--- src/pkg/fcct_defs.svh ---
// Constants for the fast core cycle timing block
`ifndef FCCT_DEFS_SVH
`define FCCT_DEFS_SVH
`define FCCT_CLKS_PER_CYC      4
`define FCCT_CLKS_CLASSIC     12
`define FCCT_TMR_FAST_CLKS     4
`define FCCT_TMR_SLOW_CLKS    12
`define FCCT_RATE_RST       1'h0
`define FCCT_ACC_W            32
`endif

--- src/pkg/fcct_pkg.sv ---
// Types for the fast core cycle timing block
package fcct_pkg;
    typedef enum logic [1:0] {
        FCCT_PH0 = 2'h0,
        FCCT_PH1 = 2'h1,
        FCCT_PH2 = 2'h3,
        FCCT_PH3 = 2'h2
    } fcct_phase_t;

    typedef enum logic [2:0] {
        FCCT_SUM_NOP = 3'h0,
        FCCT_SUM_LD  = 3'h1,
        FCCT_SUM_ADD = 3'h2,
        FCCT_SUM_SUB = 3'h3,
        FCCT_SUM_SHR = 3'h4,
        FCCT_SUM_SHL = 3'h5
    } fcct_sumop_t;

    typedef struct packed {
        fcct_sumop_t  op;
        logic [31:0]  operand;
        logic [4:0]   shamt;
    } fcct_sumreq_t;

    typedef struct packed {
        logic         sel;
        logic         wr;
        logic [15:0]  wdata;
    } fcct_dpreq_t;
endpackage : fcct_pkg

--- src/rtl/fcct_summer.sv ---
// 32-bit summation helper: add, subtract, shift in one instruction cycle
`timescale 1ns/100ps
`include "fcct_defs.svh"
module fcct_summer #(
    parameter int W = `FCCT_ACC_W
) (
    input  wire logic                  mclk,
    input  wire logic                  sys_rst,
    input  wire logic                  go,
    input  wire fcct_pkg::fcct_sumreq_t req,
    output logic [W-1:0]               acc_q
);
    initial begin
        if (W < 8 || W > 32) $error("fcct_summer: W out of range");
    end

    // Result lands one clock after go, well inside a four-clock cycle
    always_ff @(posedge mclk) begin
        if (sys_rst) begin
            acc_q <= '0;
        end else if (go) begin
            case (req.op)
                fcct_pkg::FCCT_SUM_LD:  acc_q <= req.operand[W-1:0];
                fcct_pkg::FCCT_SUM_ADD: acc_q <= acc_q + req.operand[W-1:0];
                fcct_pkg::FCCT_SUM_SUB: acc_q <= acc_q - req.operand[W-1:0];
                fcct_pkg::FCCT_SUM_SHR: acc_q <= acc_q >> req.shamt;
                fcct_pkg::FCCT_SUM_SHL: acc_q <= acc_q << req.shamt;
                default:                acc_q <= acc_q;
            endcase
        end
    end

    chk_sum_add: assert property (@(posedge mclk) disable iff (sys_rst)
        go && req.op == fcct_pkg::FCCT_SUM_ADD |=>
        acc_q == $past(acc_q) + $past(req.operand[W-1:0]))
        else $error("summer add result wrong");
endmodule : fcct_summer

--- src/rtl/fcct_core_timing.sv ---
// Cycle timing, timer tick, dual pointers, summer and idle gating
// Summary of operation
// - Instruction results match the classic core; only cycle timing changes.
// - Each machine cycle takes 4 clocks instead of 12.
// - Timer ticks every 12 clocks by default, optionally every 4.
// - Two independent data pointers, one selected for use.
// - 32-bit add, subtract and shift done within a few cycles.
// - Idle stops CPU and selected peripheral clocks by gating enables.
`timescale 1ns/100ps
`include "fcct_defs.svh"
module fcct_core_timing #(
    parameter int NPER = 4
) (
    input  wire logic                   mclk,
    input  wire logic                   sys_rst,
    input  wire logic                   rate_wr,
    input  wire logic                   rate_fast,
    input  wire logic                   idle_req,
    input  wire logic                   wake,
    input  wire logic [NPER-1:0]        per_off,
    input  wire fcct_pkg::fcct_dpreq_t  dp_req,
    input  wire logic                   sum_go,
    input  wire fcct_pkg::fcct_sumreq_t sum_req,
    output logic                        cyc_end_q,
    output fcct_pkg::fcct_phase_t       phase_q,
    output logic                        tmr_tick_q,
    output logic                        rate_fast_q,
    output logic [15:0]                 dp_active_q,
    output logic [15:0]                 dp0_q,
    output logic [15:0]                 dp1_q,
    output logic                        dp_sel_q,
    output logic                        cpu_en_q,
    output logic [NPER-1:0]             per_en_q,
    output logic                        idle_q,
    output logic [`FCCT_ACC_W-1:0]      sum_q
);
    initial begin
        if (NPER < 1 || NPER > 16) $error("fcct_core_timing: bad NPER");
    end

    logic [3:0] tdiv_q;
    logic [3:0] tdiv_lim;
    fcct_pkg::fcct_phase_t phase_d;

    // Helpers for the slow tick check: gap since the last tick, and
    // whether the rate bit stayed slow for the whole gap
    logic [3:0] tick_gap_q;
    logic       slow_span_q;

    // Rate bit; classic 12-clock timing after reset
    always_ff @(posedge mclk) begin
        if (sys_rst) begin
            rate_fast_q <= `FCCT_RATE_RST;
        end else if (rate_wr) begin
            rate_fast_q <= rate_fast;
        end
    end

    // Gray walk of the four phases; frozen while idle
    always_comb begin
        case (phase_q)
            fcct_pkg::FCCT_PH0: phase_d = fcct_pkg::FCCT_PH1;
            fcct_pkg::FCCT_PH1: phase_d = fcct_pkg::FCCT_PH2;
            fcct_pkg::FCCT_PH2: phase_d = fcct_pkg::FCCT_PH3;
            default:            phase_d = fcct_pkg::FCCT_PH0;
        endcase
    end

    always_ff @(posedge mclk) begin
        if (sys_rst) begin
            phase_q   <= fcct_pkg::FCCT_PH0;
            cyc_end_q <= 1'b0;
        end else if (!idle_q) begin
            phase_q   <= phase_d;
            cyc_end_q <= (phase_q == fcct_pkg::FCCT_PH2);
        end else begin
            cyc_end_q <= 1'b0;
        end
    end

    // Timer prescaler keeps running in idle so timers can wake the core
    assign tdiv_lim = rate_fast_q ? 4'(`FCCT_TMR_FAST_CLKS - 1)
                                  : 4'(`FCCT_TMR_SLOW_CLKS - 1);

    always_ff @(posedge mclk) begin
        if (sys_rst) begin
            tdiv_q     <= 4'h0;
            tmr_tick_q <= 1'b0;
        end else if (tdiv_q >= tdiv_lim) begin
            tdiv_q     <= 4'h0;
            tmr_tick_q <= 1'b1;
        end else begin
            tdiv_q     <= tdiv_q + 4'h1;
            tmr_tick_q <= 1'b0;
        end
    end

    // Counts clocks between ticks; a counter stands in for a long
    // repetition that the assertion tools would have to unroll
    always_ff @(posedge mclk) begin
        if (sys_rst) begin
            tick_gap_q  <= 4'h0;
            slow_span_q <= 1'b0;
        end else if (tmr_tick_q) begin
            tick_gap_q  <= 4'h0;
            slow_span_q <= !rate_fast_q;
        end else begin
            tick_gap_q  <= (tick_gap_q == 4'hf) ? 4'hf : tick_gap_q + 4'h1;
            slow_span_q <= slow_span_q && !rate_fast_q;
        end
    end

    // Two pointers; only the selected one is written or presented
    always_ff @(posedge mclk) begin
        if (sys_rst) begin
            dp0_q    <= 16'h0000;
            dp1_q    <= 16'h0000;
            dp_sel_q <= 1'b0;
        end else begin
            dp_sel_q <= dp_req.sel;
            if (dp_req.wr && !dp_req.sel) dp0_q <= dp_req.wdata;
            if (dp_req.wr && dp_req.sel)  dp1_q <= dp_req.wdata;
        end
    end

    always_ff @(posedge mclk) begin
        if (sys_rst) begin
            dp_active_q <= 16'h0000;
        end else if (dp_req.wr) begin
            dp_active_q <= dp_req.wdata;
        end else begin
            dp_active_q <= dp_req.sel ? dp1_q : dp0_q;
        end
    end

    // Idle: wake wins over a same-cycle request so no wake is lost
    always_ff @(posedge mclk) begin
        if (sys_rst) begin
            idle_q   <= 1'b0;
            cpu_en_q <= 1'b1;
            per_en_q <= {NPER{1'b1}};
        end else if (wake) begin
            idle_q   <= 1'b0;
            cpu_en_q <= 1'b1;
            per_en_q <= {NPER{1'b1}};
        end else if (idle_req) begin
            idle_q   <= 1'b1;
            cpu_en_q <= 1'b0;
            per_en_q <= ~per_off;
        end
    end

    // Summer result is the same arithmetic software would produce
    fcct_summer #(.W(`FCCT_ACC_W)) u_sum (
        .mclk    (mclk),
        .sys_rst (sys_rst),
        .go      (sum_go),
        .req     (sum_req),
        .acc_q   (sum_q)
    );

    chk_cycle_four: assert property (@(posedge mclk) disable iff (sys_rst)
        cyc_end_q && !idle_q |-> ##1 !cyc_end_q [*3] ##1 (cyc_end_q || idle_q)
        )
        else $error("machine cycle not four clocks");

    chk_tick_slow: assert property (
        @(posedge mclk) disable iff (sys_rst)
        tmr_tick_q && slow_span_q |->
        tick_gap_q == 4'(`FCCT_TMR_SLOW_CLKS - 1))
        else $error("slow timer tick not every twelve clocks");

    // A drop to the slow rate inside the window excuses a late tick
    chk_tick_fast: assert property (
        @(posedge mclk) disable iff (sys_rst)
        tmr_tick_q && rate_fast_q |->
        ##1 !tmr_tick_q [*3] ##1 (tmr_tick_q || !rate_fast_q))
        else $error("fast timer tick not every four clocks");

    chk_rate_reset: assert property (@(posedge mclk)
        $past(sys_rst) |-> !rate_fast_q)
        else $error("rate bit not cleared by reset");

    chk_dp_indep: assert property (@(posedge mclk) disable iff (sys_rst)
        dp_req.wr && !dp_req.sel |=> $stable(dp1_q))
        else $error("pointer one disturbed");

    chk_dp_write: assert property (@(posedge mclk) disable iff (sys_rst)
        dp_req.wr && dp_req.sel |=> dp1_q == $past(dp_req.wdata))
        else $error("pointer one write lost");

    chk_idle_gate: assert property (@(posedge mclk) disable iff (sys_rst)
        idle_req && !wake |=> !cpu_en_q && per_en_q == ~$past(per_off))
        else $error("idle gating wrong");

    chk_idle_freeze: assert property (@(posedge mclk) disable iff (sys_rst)
        idle_q && $past(idle_q) |-> $stable(phase_q) && !cyc_end_q)
        else $error("phase moved in idle");

    chk_sum_sub: assert property (@(posedge mclk) disable iff (sys_rst)
        sum_go && sum_req.op == fcct_pkg::FCCT_SUM_SUB |=>
        sum_q == $past(sum_q) - $past(sum_req.operand))
        else $error("summer subtract wrong");

    chk_cycle_gray: assert property (
        @(posedge mclk) disable iff (sys_rst)
        !idle_q |=> $countones(phase_q ^ $past(phase_q)) == 1)
        else $error("phase step not one bit");

    chk_rate_hold: assert property (
        @(posedge mclk) disable iff (sys_rst)
        !rate_wr |=> $stable(rate_fast_q))
        else $error("rate bit moved without a write");

    chk_dp_select: assert property (
        @(posedge mclk) disable iff (sys_rst)
        !dp_req.wr |=>
        dp_active_q == ($past(dp_req.sel) ? $past(dp1_q) : $past(dp0_q)))
        else $error("active pointer not the selected one");

    chk_wake_first: assert property (
        @(posedge mclk) disable iff (sys_rst)
        wake |=> !idle_q && cpu_en_q && (&per_en_q))
        else $error("wake did not restore clocks");

    chk_cpu_idle: assert property (
        @(posedge mclk) disable iff (sys_rst)
        idle_q |-> !cpu_en_q)
        else $error("cpu clock running in idle");
endmodule : fcct_core_timing

--- config.mk ---
export PLATFORM = sky130hd
export DESIGN_NAME = fcct_core_timing
export DESIGN_NICKNAME = d
export VERILOG_FILES = /design/src/pkg/fcct_pkg.sv /design/src/rtl/fcct_summer.sv /design/src/rtl/fcct_core_timing.sv
export VERILOG_INCLUDE_DIRS = /design/src /design/src/pkg
export SDC_FILE = /design/constraint.sdc
export NUM_CORES = 1
export LEC_CHECK = 0
export ABC_AREA = 0
export BUFFER_PORTS_ARGS = -buffer_cell sky130_fd_sc_hd__buf_2
export CAP_MARGIN = 15
export CORE_ASPECT_RATIO = 0.7
export CORE_MARGIN = 2
export CORE_UTILIZATION = 30
export DETAILED_ROUTE_END_ITERATION = 7
export SLEW_MARGIN = 40
export SYNTH_ARGS = -nofsm -noshare
export SYNTH_HDL_FRONTEND = slang
export SYNTH_SLANG_ARGS = --single-unit
export TNS_END_PERCENT = 1
--- constraint.sdc ---
create_clock -name mclk -period 4.4 [get_ports mclk]
set_input_delay 0.88 -clock mclk [delete_from_list [all_inputs] [get_ports mclk]]
set_output_delay 0.88 -clock mclk [all_outputs]
set_load 0.005 [all_outputs]
# [After elaboration in Yosys (flattened, before gate mapping)]
# Index checks and enable logic that the tools add are counted.
[totals] register_bits=96 word_cells=42 output_inout_bits=92 inputBits=69
[classes] mux=6 n_eq_ne=7 n_bitwise=1 add_sub_neg=3 shift=2 reduce_logical=9 magnitude_cmp=1
[op_table] op="one-hot mux 32 bit (5 select lines)" n=1
[op_table] op="adder 32 bit" n=1
[op_table] op="2-to-1 mux 16 bit" n=2
[op_table] op="left shift 32 x 5 -> 32 bit" n=1
[op_table] op=">> shifter 32 x 5 -> 32 bit" n=1
[op_table] op="subtractor 32 bit" n=1
[op_table] op="equality test 3 x 2 -> 1 bit (second input constant)" n=2
[op_table] op="equality test 3 bit (second input constant)" n=2
[op_table] op="one-hot mux 2 bit (3 select lines)" n=1
[op_table] op="OR reduction 2 bit" n=3
[op_table] op="nonzero test 5 bit" n=1
[op_table] op="adder 4 x 1 -> 4 bit (second input constant)" n=1
[op_table] op=">= comparator 4 bit" n=1
[op_table] op="2-to-1 mux 4 bit" n=1
[op_table] op="NOT 4 bit" n=1
[op_table] op="equality test 3 x 1 -> 1 bit (second input constant)" n=1
[op_table] op="equality test 2 x 1 -> 1 bit (second input constant)" n=1
[op_table] op="equality test 2 bit (second input constant)" n=1
[op_table] op="logical AND 1 bit" n=2
[op_table] op="zero test 2 bit" n=1
[op_table] op="AND reduction 2 bit" n=1
[op_table] op="zero test 1 bit" n=1
[op_table] op="2-to-1 mux 1 bit" n=1

# [Longest topological paths before layout]
# Gate-level depths: netlist (run 1).
[logic_depth] word_depth=3 depth_mapped=18 ltp_nobuf=17

# [Cells and area by module]
# Synthesis (run 1) repeated with hierarchy kept, for this count alone.
[unflattened] cells_unflattened=1172 area_unflattened_um2=9336.5
[modules_own_cells] module="fcct_summer" seq_area_each_um2=640.6 area_per_inst_um2=6869.1 cells_each=903 instances=1
[modules_own_cells] module="fcct_core_timing" seq_area_each_um2=1281.2 area_per_inst_um2=2467.4 cells_each=269 instances=1

# [Worst setup path after synthesis (run 1)]
# No wires, ideal clock.
[synth_path] path_type="in2reg" start="in sum_req[13] (netlist bit)" end="reg u_sum.acc_q[25]" path_buffers=1 t_required_ps=4338 setup_ps=62 slack_ps=40 path_stages=16 t_arrival_ps=4298 path_cell_list="or4_1 nor3_2 nand2_1 o41ai_2 xor2_1 ha_1 buf_2 o21a_1 nor2_1 o21ai_0 nand2_1 o21ai_2 a311o_1 a31oi_1 or4b_2 nand3_1"
[synth_via] elab_chain_cells=2 elab_cells_between_ends=3 classes_between="2 x add/sub; 1 x mux"
[synth_lines] element="start: declaration" line="fcct_core_timing.sv:23" source="input wire fcct_pkg::fcct_sumreq_t sum_req,"
[synth_lines] element="subtractor 32 bit / adder 32 bit (equally long branches)" line="fcct_summer.sv:25, fcct_summer.sv:24"
[synth_lines] element="one-hot mux 32 bit (5 select lines) (*)" line="fcct_summer.sv:22" source="case (req.op)"
[synth_lines] element="end signal: assignment" line="fcct_summer.sv:23" source="fcct_pkg::FCCT_SUM_LD: acc_q <= req.operand[W-1:0];"
[synth_lines] element="end signal: assignment" line="fcct_summer.sv:25" source="fcct_pkg::FCCT_SUM_SUB: acc_q <= acc_q - req.operand[W-1:0];"
[synth_lines] element="end signal: assignment" line="fcct_summer.sv:26" source="fcct_pkg::FCCT_SUM_SHR: acc_q <= acc_q >> req.shamt;"
[synth_lines] element="end: declaration" line="fcct_summer.sv:11" source="output logic [W-1:0] acc_q"
# Every way passes the cells marked *; elsewhere a longest branch is shown, timed or not.
# A chain may end at the register's enable or synchronous reset.

# [Worst setup path in the final report (run 1)]
[layout_path] start="in sum_req[13] (netlist bit)" end="reg u_sum.acc_q[31]"
# Same word-level chain as after synthesis.

==> results of run 1 <==
-- cell type report --
| cell class | count | area (um^2) |
|---|---|---|
| multi-input combinational | 1059 | 7210 |
| inverter | 21 | 78.8 |
| sequential | 96 | 1920 |
| clock buffer | 9 | 225 |
| timing repair buffer | 289 | 1800 |
| fill | 3278 | 19200 |
| clock inverter | 6 | 138 |
| tap | 420 | 526 |
-- placed cells by master, fill, tap and decap left out, drive strengths merged, types with 6 or more instances in the layout --
cell type    n
nand4       10
nor2       137
buf        289
xor2        21
a31oi       11
nor3        27
nor2b       12
o22ai       17
mux2        22
clkbuf       9
a221oi       6
o211ai       9
and3         6
a211oi      14
nand2b      13
nand3       19
o31ai       11
a21o        17
a21oi      145
nor4         7
inv         22
and2         8
dfxtp       96
xnor2       35
o21ai       99
mux4        27
mux2i       97
o221ai       8
ha          34
nand2      168
a22oi        9
a221o        7
-- power breakdown --
group | total (uW) | internal (uW) | switching [uW]
Clock | 989 | 615 | 374
Sequential | 1020 | 923 | 97.4
Combinational | 1330 | 568 | 765
-- state kept, by name, summed over array words and instances, names as in the netlist --
signal and cells:
u_sum.acc_q 32, tdiv_q 4, rate_fast_q 1, tmr_tick_q 1
idle_q 1, per_en_q 4, dp1_q 16, cyc_end_q 1
dp_active_q 16, dp_sel_q 1, phase_q 2, dp0_q 16
cpu_en_q 1
-- routing by layer --
| metal | wire length, um | share of wire, % | up-vias |
|---|---|---|---|
| met5 | 0 | 0 | - |
| met4 | 427 | 1.1 | 0 |
| met3 | 4460 | 11 | 43 |
| met2 | 15800 | 40 | 513 |
| met1 | 19200 | 48 | 5096 |
| li1 | - | - | 5064 |
-- critical path: cells and delay by family --
kind	cells	cell delay (ps)
simple gates	6	1350
compound gates	7	1360
xor+xnor	2	240
buf+inv	2	350
fa+ha+maj	1	290
-- final timing paths --
check                 start              end  slack [ps]  cells past startpoint
max             sum_req[13]  u_sum.acc_q[31]         150                     18
min                cpu_en_q         cpu_en_q         460                      2
max reg2reg  u_sum.acc_q[0]  u_sum.acc_q[24]        1040                     13
min reg2reg        cpu_en_q         cpu_en_q         460                      2
-- stage by stage --
stage	cells	total power (uW)	area, um^2	hold WS [ps]	setup WS [ps]
2_1_floorplan	1267	1780	9500	418	39.6
3_3_place_gp	1885	2310	11400	431	-240
3_5_place_dp	1885	2320	11500	445	-342
4_1_cts	1900	3320	11800	456	30.8
5_1_grt	1900	3520	11900	479	-74.6
6_report	1900	3340	11900	455	152
-- repair_timing --
item	4_1_cts	5_1_grt
endpoints found under the setup margin	1	7
gates resized for setup	1	17
hold endpoints to repair	0	0
pin swaps	0	5
-- logic make-up (layout without fill, tap and decap cells) --
logic type / Yosys count / count (layout)
AND/OR/NAND/NOR: 423 / 423
AO/OA/AOI/OAI: 399 / 399
multiplexers: 146 / 146
buffers and inverters: 112 / 325
flip-flops: 96 / 96
XOR/XNOR: 56 / 56
adder cells (fa/ha/maj): 35 / 35
==> impl_metrics.toml, run 1 <==
[placed_design]
gpl.final_weighted_congestion = 1.03
dpl.hpwl_um = 31300
place.port_buffers = 160

[logic_synthesis]
synthCells = 1267
synthAdderAreaFrac_pct = 4.69
synth_compound_area_share_pct = 26.4
yosysMostFrequentCell = "nand2_1"
ys_top_cells_by_area = "dfxtp_1, mux2i_1, a21oi_1, nand2_1, mux4_2"
synth_top_family_by_area = "compound AO/OA/AOI/OAI gates"
synth_xor_area_share_pct = 5.16
seq_area_frac_synth_pct = 20.2
synth_top_area_share_pct = 20.2
synth-seq-cells = 96
yosys-mux-area-fraction_pct = 19.2
synth_edf_count = 0
synthSimpleGateAreaFrac_pct = 19.4
ys.warnings.count = 0
synthTopCellsByCount = "nand2_1, a21oi_1, nor2_1"
syn_nets = 1371
netlist_area_mm2 = 0.00950
yosys_most_used_dff = "dfxtp_1"
synth_area_leader_cell = "dfxtp_1"
synth_cell_types = 77
synth.avg_cell_area_um2 = 7.50
synthArstFlopShare_pct = 0

[clock_tree]
path_clk_slew_ps = 70
cts_hold_buf = 0
cts_root_buffer = "clkbuf_16"
h-tree-depth = 3
postCtsSetupBuffers = 0
cts_tree = "yes"
cts_made_buffers = 9
ctsLongestPathBuffers = 2
insertion_delay_ps = 350
cts_sinks = 96

[critical_path]
critPathRequiredTime_ps = 4650
crit_path_end_kind = "flop"
critPathMaxStageDelay_ps = 560
cp.arrival_ps = 4490
path_class = "input port to flop"
crit_chain = "buf_2, or4_4, nor2_2, nand4_1, buf_6, nor4_4, nor2_1, xnor2_1, ha_1, a21o_1, a21o_1, a21oi_1, o21ai_0, a21oi_1, nor2_1, a311oi_2, xnor2_1, a221o_1"
startpoint_type = "input port"
crit_fanout = 5
worst_path_max_delay_cell = "or4_4"

[grt]
grt_usage_pct = 23.6
grtUsageMet2_pct = 32.9
antenna_found_initial = 0
grt_use_met3_pct = 6.89
grt_first_pass_wirelength_um = 60900
busiest_layer = "met1"
grt_max_degree = 69
overflow = 0
grt_pass1_vias = 9965
met1_usage_pct = 36.2

[timing]
fin_tns_setup_ps = 0
max_slew.worst_pin.slew_ps = 820
layout_worst_path_cycle_share_pct = 96.5
slew-limit-headroom_pct = 45.2
final_hold_viol_count = 0
setup_viol = 0
fin_worst_skew_ps = 6.33
max_clock_freq_ghz = 0.235
drv_slew = 0
min_period_ps = 4250

[route]
drtIter0Drc = 1132
via_per_inst = 5.64
ant_nets = 0
wl_um = 39900
dr.pass1.iters = 5
drc_errors = 0
vias = 10716
wl_per_cell_um = 21.0

[layout]
drive_gt1_share_pct = 26.4
fin_nets = 1580
diodes = 0
final_util_pct = 38.2
synthToLayoutAreaGrowth_pct = 25.3

[worst_hold_path]
min_path_type = "flop to flop"

[floorplanning]
die_y_um = 153
die_area_mm2 = 0.0331
num_rows = 54
dieWidth_um = 217
start_util_pct = 30.5
core_mm2 = 0.0311
top_level_ports = 161

[status]
status = "complete, no violations"

[power_and_ir_drop]
p_leak_uw = 0.00514
pwr_density_cell_mw_per_mm2 = 281
irDropWorstVdd_uv = 177

[flow_run]
drv_cap = 0
No activity file was read; power rests on OpenSTA's default activity.
==> run 2: changes to the inputs <==
==> constraint.sdc (replaced) <==
create_clock -name mclk -period 3.7 [get_ports mclk]
set_input_delay 0.74 -clock mclk [delete_from_list [all_inputs] [get_ports mclk]]
set_output_delay 0.74 -clock mclk [all_outputs]
set_load 0.005 [all_outputs]
==> run 2 against run 1 <==
  * The flow now finishes with violations (negative setup slack)
  * Combinational power rose by 26%
  * Critical path depth up 1
  * Sequential share of layout area is 0.65 points lower
  * Clock power rose by 8%
  * Critical endpoint unchanged
  * Largest cell class unchanged
==> impl_metrics.toml, run 2 (same netlist as run 1, synthesis figures left out) <==
[timing]
max_clock_freq_ghz = 0.249
grt_setup_unrepaired = "yes"
slew-limit-headroom_pct = 41.5
final_hold_viol_count = 0
fin_worst_skew_ps = 18.3
worst_hold_slack_ps = 455
setup_viol = 10
min_period_ps = 4020
setup_ws_ps = -316
max_slew.worst_pin.slew_ps = 868
fin_tns_setup_ps = -1540
drv_slew = 0
layout_worst_path_cycle_share_pct = 109

[route]
ant_nets = 0
met3WireLength_um = 4160
drtIter0Drc = 1071
vias = 10895
wl_met1_um = 19600
met2_length_um = 16100
top_layer = "met4"
via_per_inst = 5.56
drc_errors = 0
dr.pass1.iters = 6
wl_um = 40300
wl_per_cell_um = 20.5

[placed_design]
gpl.final_weighted_congestion = 1.03
dpl.hpwl_um = 32000
placed_cells_incl_taps = 1941
place.port_buffers = 160

[layout]
diodes = 0
final_common_cell = "buf_4"
largest_register = "u_sum.acc_q"
largest_register_ffs = 32
fin_nets = 1639
synthToLayoutAreaGrowth_pct = 30.6
drive_gt1_share_pct = 29.9
final_cells = 1960
final_cell_mix = "buf_4, nand2_1, buf_2"

[power_and_ir_drop]
total_power_uw = 3950
pwr_density_cell_mw_per_mm2 = 318
irDropWorstVdd_uv = 183
p_leak_uw = 0.00543

[critical_path]
critical_path.reg2reg.startpoint = "u_sum.acc_q[0]"
rrSetupSlack_ps = 500
critPathMaxStageDelay_ps = 550
crit_fanout = 2
startpoint = "sum_req[13]"
critPathRequiredTime_ps = 3960
crit_path_end_kind = "flop"
worst_path_max_delay_cell = "or4_4"
crit_path_end = "u_sum.acc_q[31]"
path_class = "input port to flop"
rr_worst_depth = 13
crit_chain = "buf_6, or4_4, nor3_4, nand2_2, o41ai_2, buf_4, buf_4, o21ai_0, xnor2_1, ha_1, a21o_1, a21o_1, a21oi_1, o21ai_0, a21oi_1, nor2_1, a311oi_2, xnor2_1, a221o_1"
startpoint_type = "input port"
cp.arrival_ps = 4280
r2r_end = "u_sum.acc_q[20]"

[clock_tree]
cts_tree = "yes"
cts_sinks = 96
cts_root_buffer = "clkbuf_16"
h-tree-depth = 3
cts_made_buffers = 9
cts_hold_buf = 0
path_clk_slew_ps = 80
ctsLongestPathBuffers = 2
insertion_delay_ps = 370

[worst_hold_path]
min_path_type = "flop to flop"

[grt]
overflow = 0
grt_first_pass_wirelength_um = 61800
grt_pass1_vias = 10173
grt_max_degree = 69
antenna_found_initial = 0
grt_usage_pct = 24.1

[floorplanning]
num_rows = 54
die_area_mm2 = 0.0331
core_mm2 = 0.0311
dieWidth_um = 217
start_util_pct = 30.5
top_level_ports = 161
die_y_um = 153

[status]
violations = "negative setup slack"
status = "complete, but fails checks"

[flow_run]
drv_cap = 0
==> run 2: cell count changes in the layout (fill, tap and decap cells not counted), sizes merged <==
cell	change
clkinv	+1
inv	+1
clkbuf	+1
bufinv	-2
buf	+59
==> run 2: worst max-delay path: cells and delay by family <==
kind            cells  cell delay [ps]
compound gates      9             1660
simple gates        4             1020
buf+inv             3              370
xor+xnor            2              260
fa+ha+maj           1              220
==> run 2: area by class of cell <==
| cell class | count | area, um^2 |
|---|---|---|
| tap | 420 | 526 |
| clock buffer | 10 | 229 |
| clock inverter | 6 | 97.6 |
| sequential | 96 | 1920 |
| timing repair buffer | 348 | 2280 |
| inverter | 21 | 78.8 |
| fill | 3235 | 18700 |
| multi-input combinational | 1059 | 7280 |
==> run 2: what timing repair did <==
item / in CTS / in global routing
setup buffers: 2 / 1
resized for setup: 17 / 17
pin swaps: 14 / 9
endpoints found under the setup margin: 12 / 17
==> run 2: metrics by stage <==
| stage | utilization (%) | cell area, um^2 | setup WS, ps |
|---|---|---|---|
| global route | 39.8 | 12400 | -465 |
| floorplan | - | 9530 | -361 |
| finish | 39.8 | 12400 | -316 |
| global placement | 38.2 | 11900 | -702 |
| detailed placement | 38.3 | 11900 | -883 |
| CTS | 39.6 | 12300 | -282 |
==> run 2: power by group <==
group / leakage (uW) / switching, uW / total [uW] / internal (uW)
sequential: 0.000788 / 110 / 1210 / 1100
combinational: 0.00449 / 928 / 1670 / 745
clock: 0.000160 / 463 / 1070 / 605
==> run 2: routing by layer <==
| metal | vias to the layer above | global-route usage [%] |
|---|---|---|
| li1 | 5181 | - |
| met1 | 5181 | 37.2 |
| met2 | 499 | 33.5 |
| met3 | 34 | 6.37 |
| met4 | 0 | 3.72 |
| met5 | - | 0 |
==> run 2: how the worst min path moves through the flow <==
stage                          from        end  slack, ps  depth (start not counted)
after floorplan           tdiv_q[0]  tdiv_q[0]        420                          1
after global routing      tdiv_q[0]  tdiv_q[0]        480                          1
after CTS                 tdiv_q[0]  tdiv_q[0]        460                          1
final                     tdiv_q[0]  tdiv_q[0]        460                          1
after detailed placement  tdiv_q[0]  tdiv_q[0]        450                          1
after global placement    tdiv_q[0]  tdiv_q[0]        430                          1
==> run 3: changes to the inputs <==
--- a/config.mk
+++ b/config.mk
@@ -11,8 +11,10 @@
 export CAP_MARGIN = 15
 export CORE_ASPECT_RATIO = 0.7
 export CORE_MARGIN = 2
-export CORE_UTILIZATION = 30
+export CORE_UTILIZATION = 53
 export DETAILED_ROUTE_END_ITERATION = 7
+export GPL_TIMING_DRIVEN = 0
+export PLACE_DENSITY = 0.79
 export SLEW_MARGIN = 40
 export SYNTH_ARGS = -nofsm -noshare
 export SYNTH_HDL_FRONTEND = slang
==> run 3 against run 2 <==
  * The run still ends with negative setup slack left
  * Wire length grew 13%
  * Global-route usage grew 23 points
  * Non-clock buffer count shrank 89
  * Worst setup slack lost 130 ps
  * Combinational power shrank 4%
  * Largest power group unchanged
  * Count of clock-buffer cells in the layout shrank 1
  * Sequential share of layout area grew 1.5 points
  * Sequential power is essentially flat
  * Critical path depth shrank 4
  * Flip-flop and latch count is the same
  * Critical endpoint unchanged
==> impl_metrics.toml, run 3 (same netlist as run 1, synthesis figures left out) <==
[clock_tree]
cts_sinks = 96
path_clk_slew_ps = 90
cts_made_buffers = 9
ctsLongestPathBuffers = 2
cts_root_buffer = "clkbuf_16"
cts_tree = "yes"
insertion_delay_ps = 370
h-tree-depth = 3
cts_hold_buf = 0

[grt]
grt_max_degree = 19
met1_usage_pct = 64.9
grt_usage_pct = 46.6
grt_pass1_vias = 10968
overflow = 0
grt_use_met3_pct = 24.4
grt_first_pass_wirelength_um = 66200
antenna_found_initial = 0
busiest_layer = "met1"
grtUsageMet2_pct = 62.6

[timing]
drv_slew = 0
setup_ws_ps = -447
grt_setup_unrepaired = "yes"
max_clock_freq_ghz = 0.241
fin_worst_skew_ps = 11.9
max_slew.worst_pin.slew_ps = 1030
final_hold_viol_count = 0
slew-limit-headroom_pct = 30.4
setup_viol = 14
min_period_ps = 4150
layout_worst_path_cycle_share_pct = 112

[floorplanning]
die_y_um = 116
die_area_mm2 = 0.0190
start_util_pct = 54.7
num_rows = 40
core_mm2 = 0.0174
top_level_ports = 161
dieWidth_um = 164

[layout]
final_cell_mix = "buf_2, nand2_1, a21oi_1"
largest_register_ffs = 32
synthToLayoutAreaGrowth_pct = 19.4
largest_register = "u_sum.acc_q"
nFillCells = 1452
final_common_cell = "buf_2"
drive_gt1_share_pct = 23.4
diodes = 0
final_util_pct = 65.3
fin_nets = 1550

[route]
ant_nets = 0
wl_um = 45700
drtIter0Drc = 2352
dr.pass1.iters = 6
via_per_inst = 7.12
wl_per_cell_um = 27.1
drc_errors = 0
vias = 11973

[critical_path]
r2r_end = "u_sum.acc_q[26]"
critPathMaxStageDelay_ps = 560
crit_family = "compound AO/OA/AOI/OAI gates"
critical_path.reg2reg.startpoint = "u_sum.acc_q[2]"
startpoint_type = "input port"
cp.arrival_ps = 4410
rr_worst_depth = 6
worstSetupPathDepth = 15
path_class = "input port to flop"
critPathRequiredTime_ps = 3960
crit_path_end = "u_sum.acc_q[31]"
worst-path-buf-inv = 4
crit_fanout = 7
startpoint = "sum_req[13]"
crit_chain = "buf_8, or4_4, nor2_2, nand4_1, buf_6, buf_4, o21ai_1, xor2_1, ha_1, clkbuf_1, and2_2, a311o_1, a311oi_2, xnor2_1, a221o_1"
rrSetupSlack_ps = 430
crit_path_end_kind = "flop"
worst_path_max_delay_cell = "or4_4"

[status]
status = "complete, but fails checks"
violations = "negative setup slack"

[placed_design]
dpl.hpwl_um = 35100
gpl.final_weighted_congestion = 1.09
dp_slack_ps = -1890
place.port_buffers = 155

[power_and_ir_drop]
p_leak_uw = 0.00477
pwr_density_cell_mw_per_mm2 = 334
irDropWorstVdd_uv = 243

[flow_run]
drv_cap = 0

[worst_hold_path]
min_path_type = "flop to flop"
[run 3: cell types whose count changed in the layout (fill, tap and decap cells not counted), sizes merged]
cell,delta
buf,-142
clkbuf,+52
bufinv,-2
clkinv,+1
clkinvlp,+1
inv,+1
[run 3: through the flow]
step	TNS (ps)	instance area [um^2]	cells	power [uW]	hold slack [ps]
after detailed placement	-29800	10600	1653	2650	443
after global placement	-27050	10600	1653	2630	431
after global routing	-4640	11300	1682	3880	464
final	-2940	11300	1682	3780	454
after CTS	-1560	11200	1679	3620	455
after floorplan	-1970	9530	1267	2130	418
[run 3: worst min-delay path by stage]
stage               from   endpoint  slack, ps  depth (start not counted)
2_1_floorplan  tdiv_q[0]  tdiv_q[0]        420                          1
3_3_place_gp   tdiv_q[0]  tdiv_q[0]        430                          1
3_5_place_dp   tdiv_q[0]  tdiv_q[0]        440                          1
4_1_cts         cpu_en_q   cpu_en_q        450                          2
5_1_grt         cpu_en_q   cpu_en_q        460                          2
6_report       tdiv_q[0]  tdiv_q[0]        450                          1
[run 3: routing by layer]
| layer | vias up | share of wire, % |
|---|---|---|
| li1 | 5001 | - |
| met1 | 5636 | 39 |
| met2 | 1156 | 38 |
| met3 | 180 | 19 |
| met4 | 0 | 3.3 |
| met5 | - | 0 |
[run 3: area by class of cell]
type	count	area, um^2	area share [%]
inverter	21	78.8	0.695
sequential	96	1920	16.9
clock inverter	7	61.3	0.541
tap	231	289	2.55
buffer	89	417	3.67
clock buffer	9	225	1.99
timing repair buffer	170	915	8.07
multi-input combinational	1059	7430	65.5
[run 3: worst register-to-register path: stages (launching register included)]
cell       delay [ps]
dfxtp_1           570
mux2i_1           210
o21ai_0           620
inv_1             240
o31ai_1           920
nor2_1            180
a2111oi_2         440
[run 3: timing repair]
| action | CTS | global route |
|---|---|---|
| pin swaps | 27 | 15 |
| buffers inserted | 12 | 3 |
| resized for setup | 51 | 33 |
| setup endpoints to repair | 29 | 20 |
| endpoints found under the hold margin | 0 | 0 |
[run 3: power breakdown]
part / switching, uW / internal (uW) / total (uW)
sequential: 125 / 1100 / 1220
combinational: 1010 / 597 / 1600
clock: 486 / 472 / 958
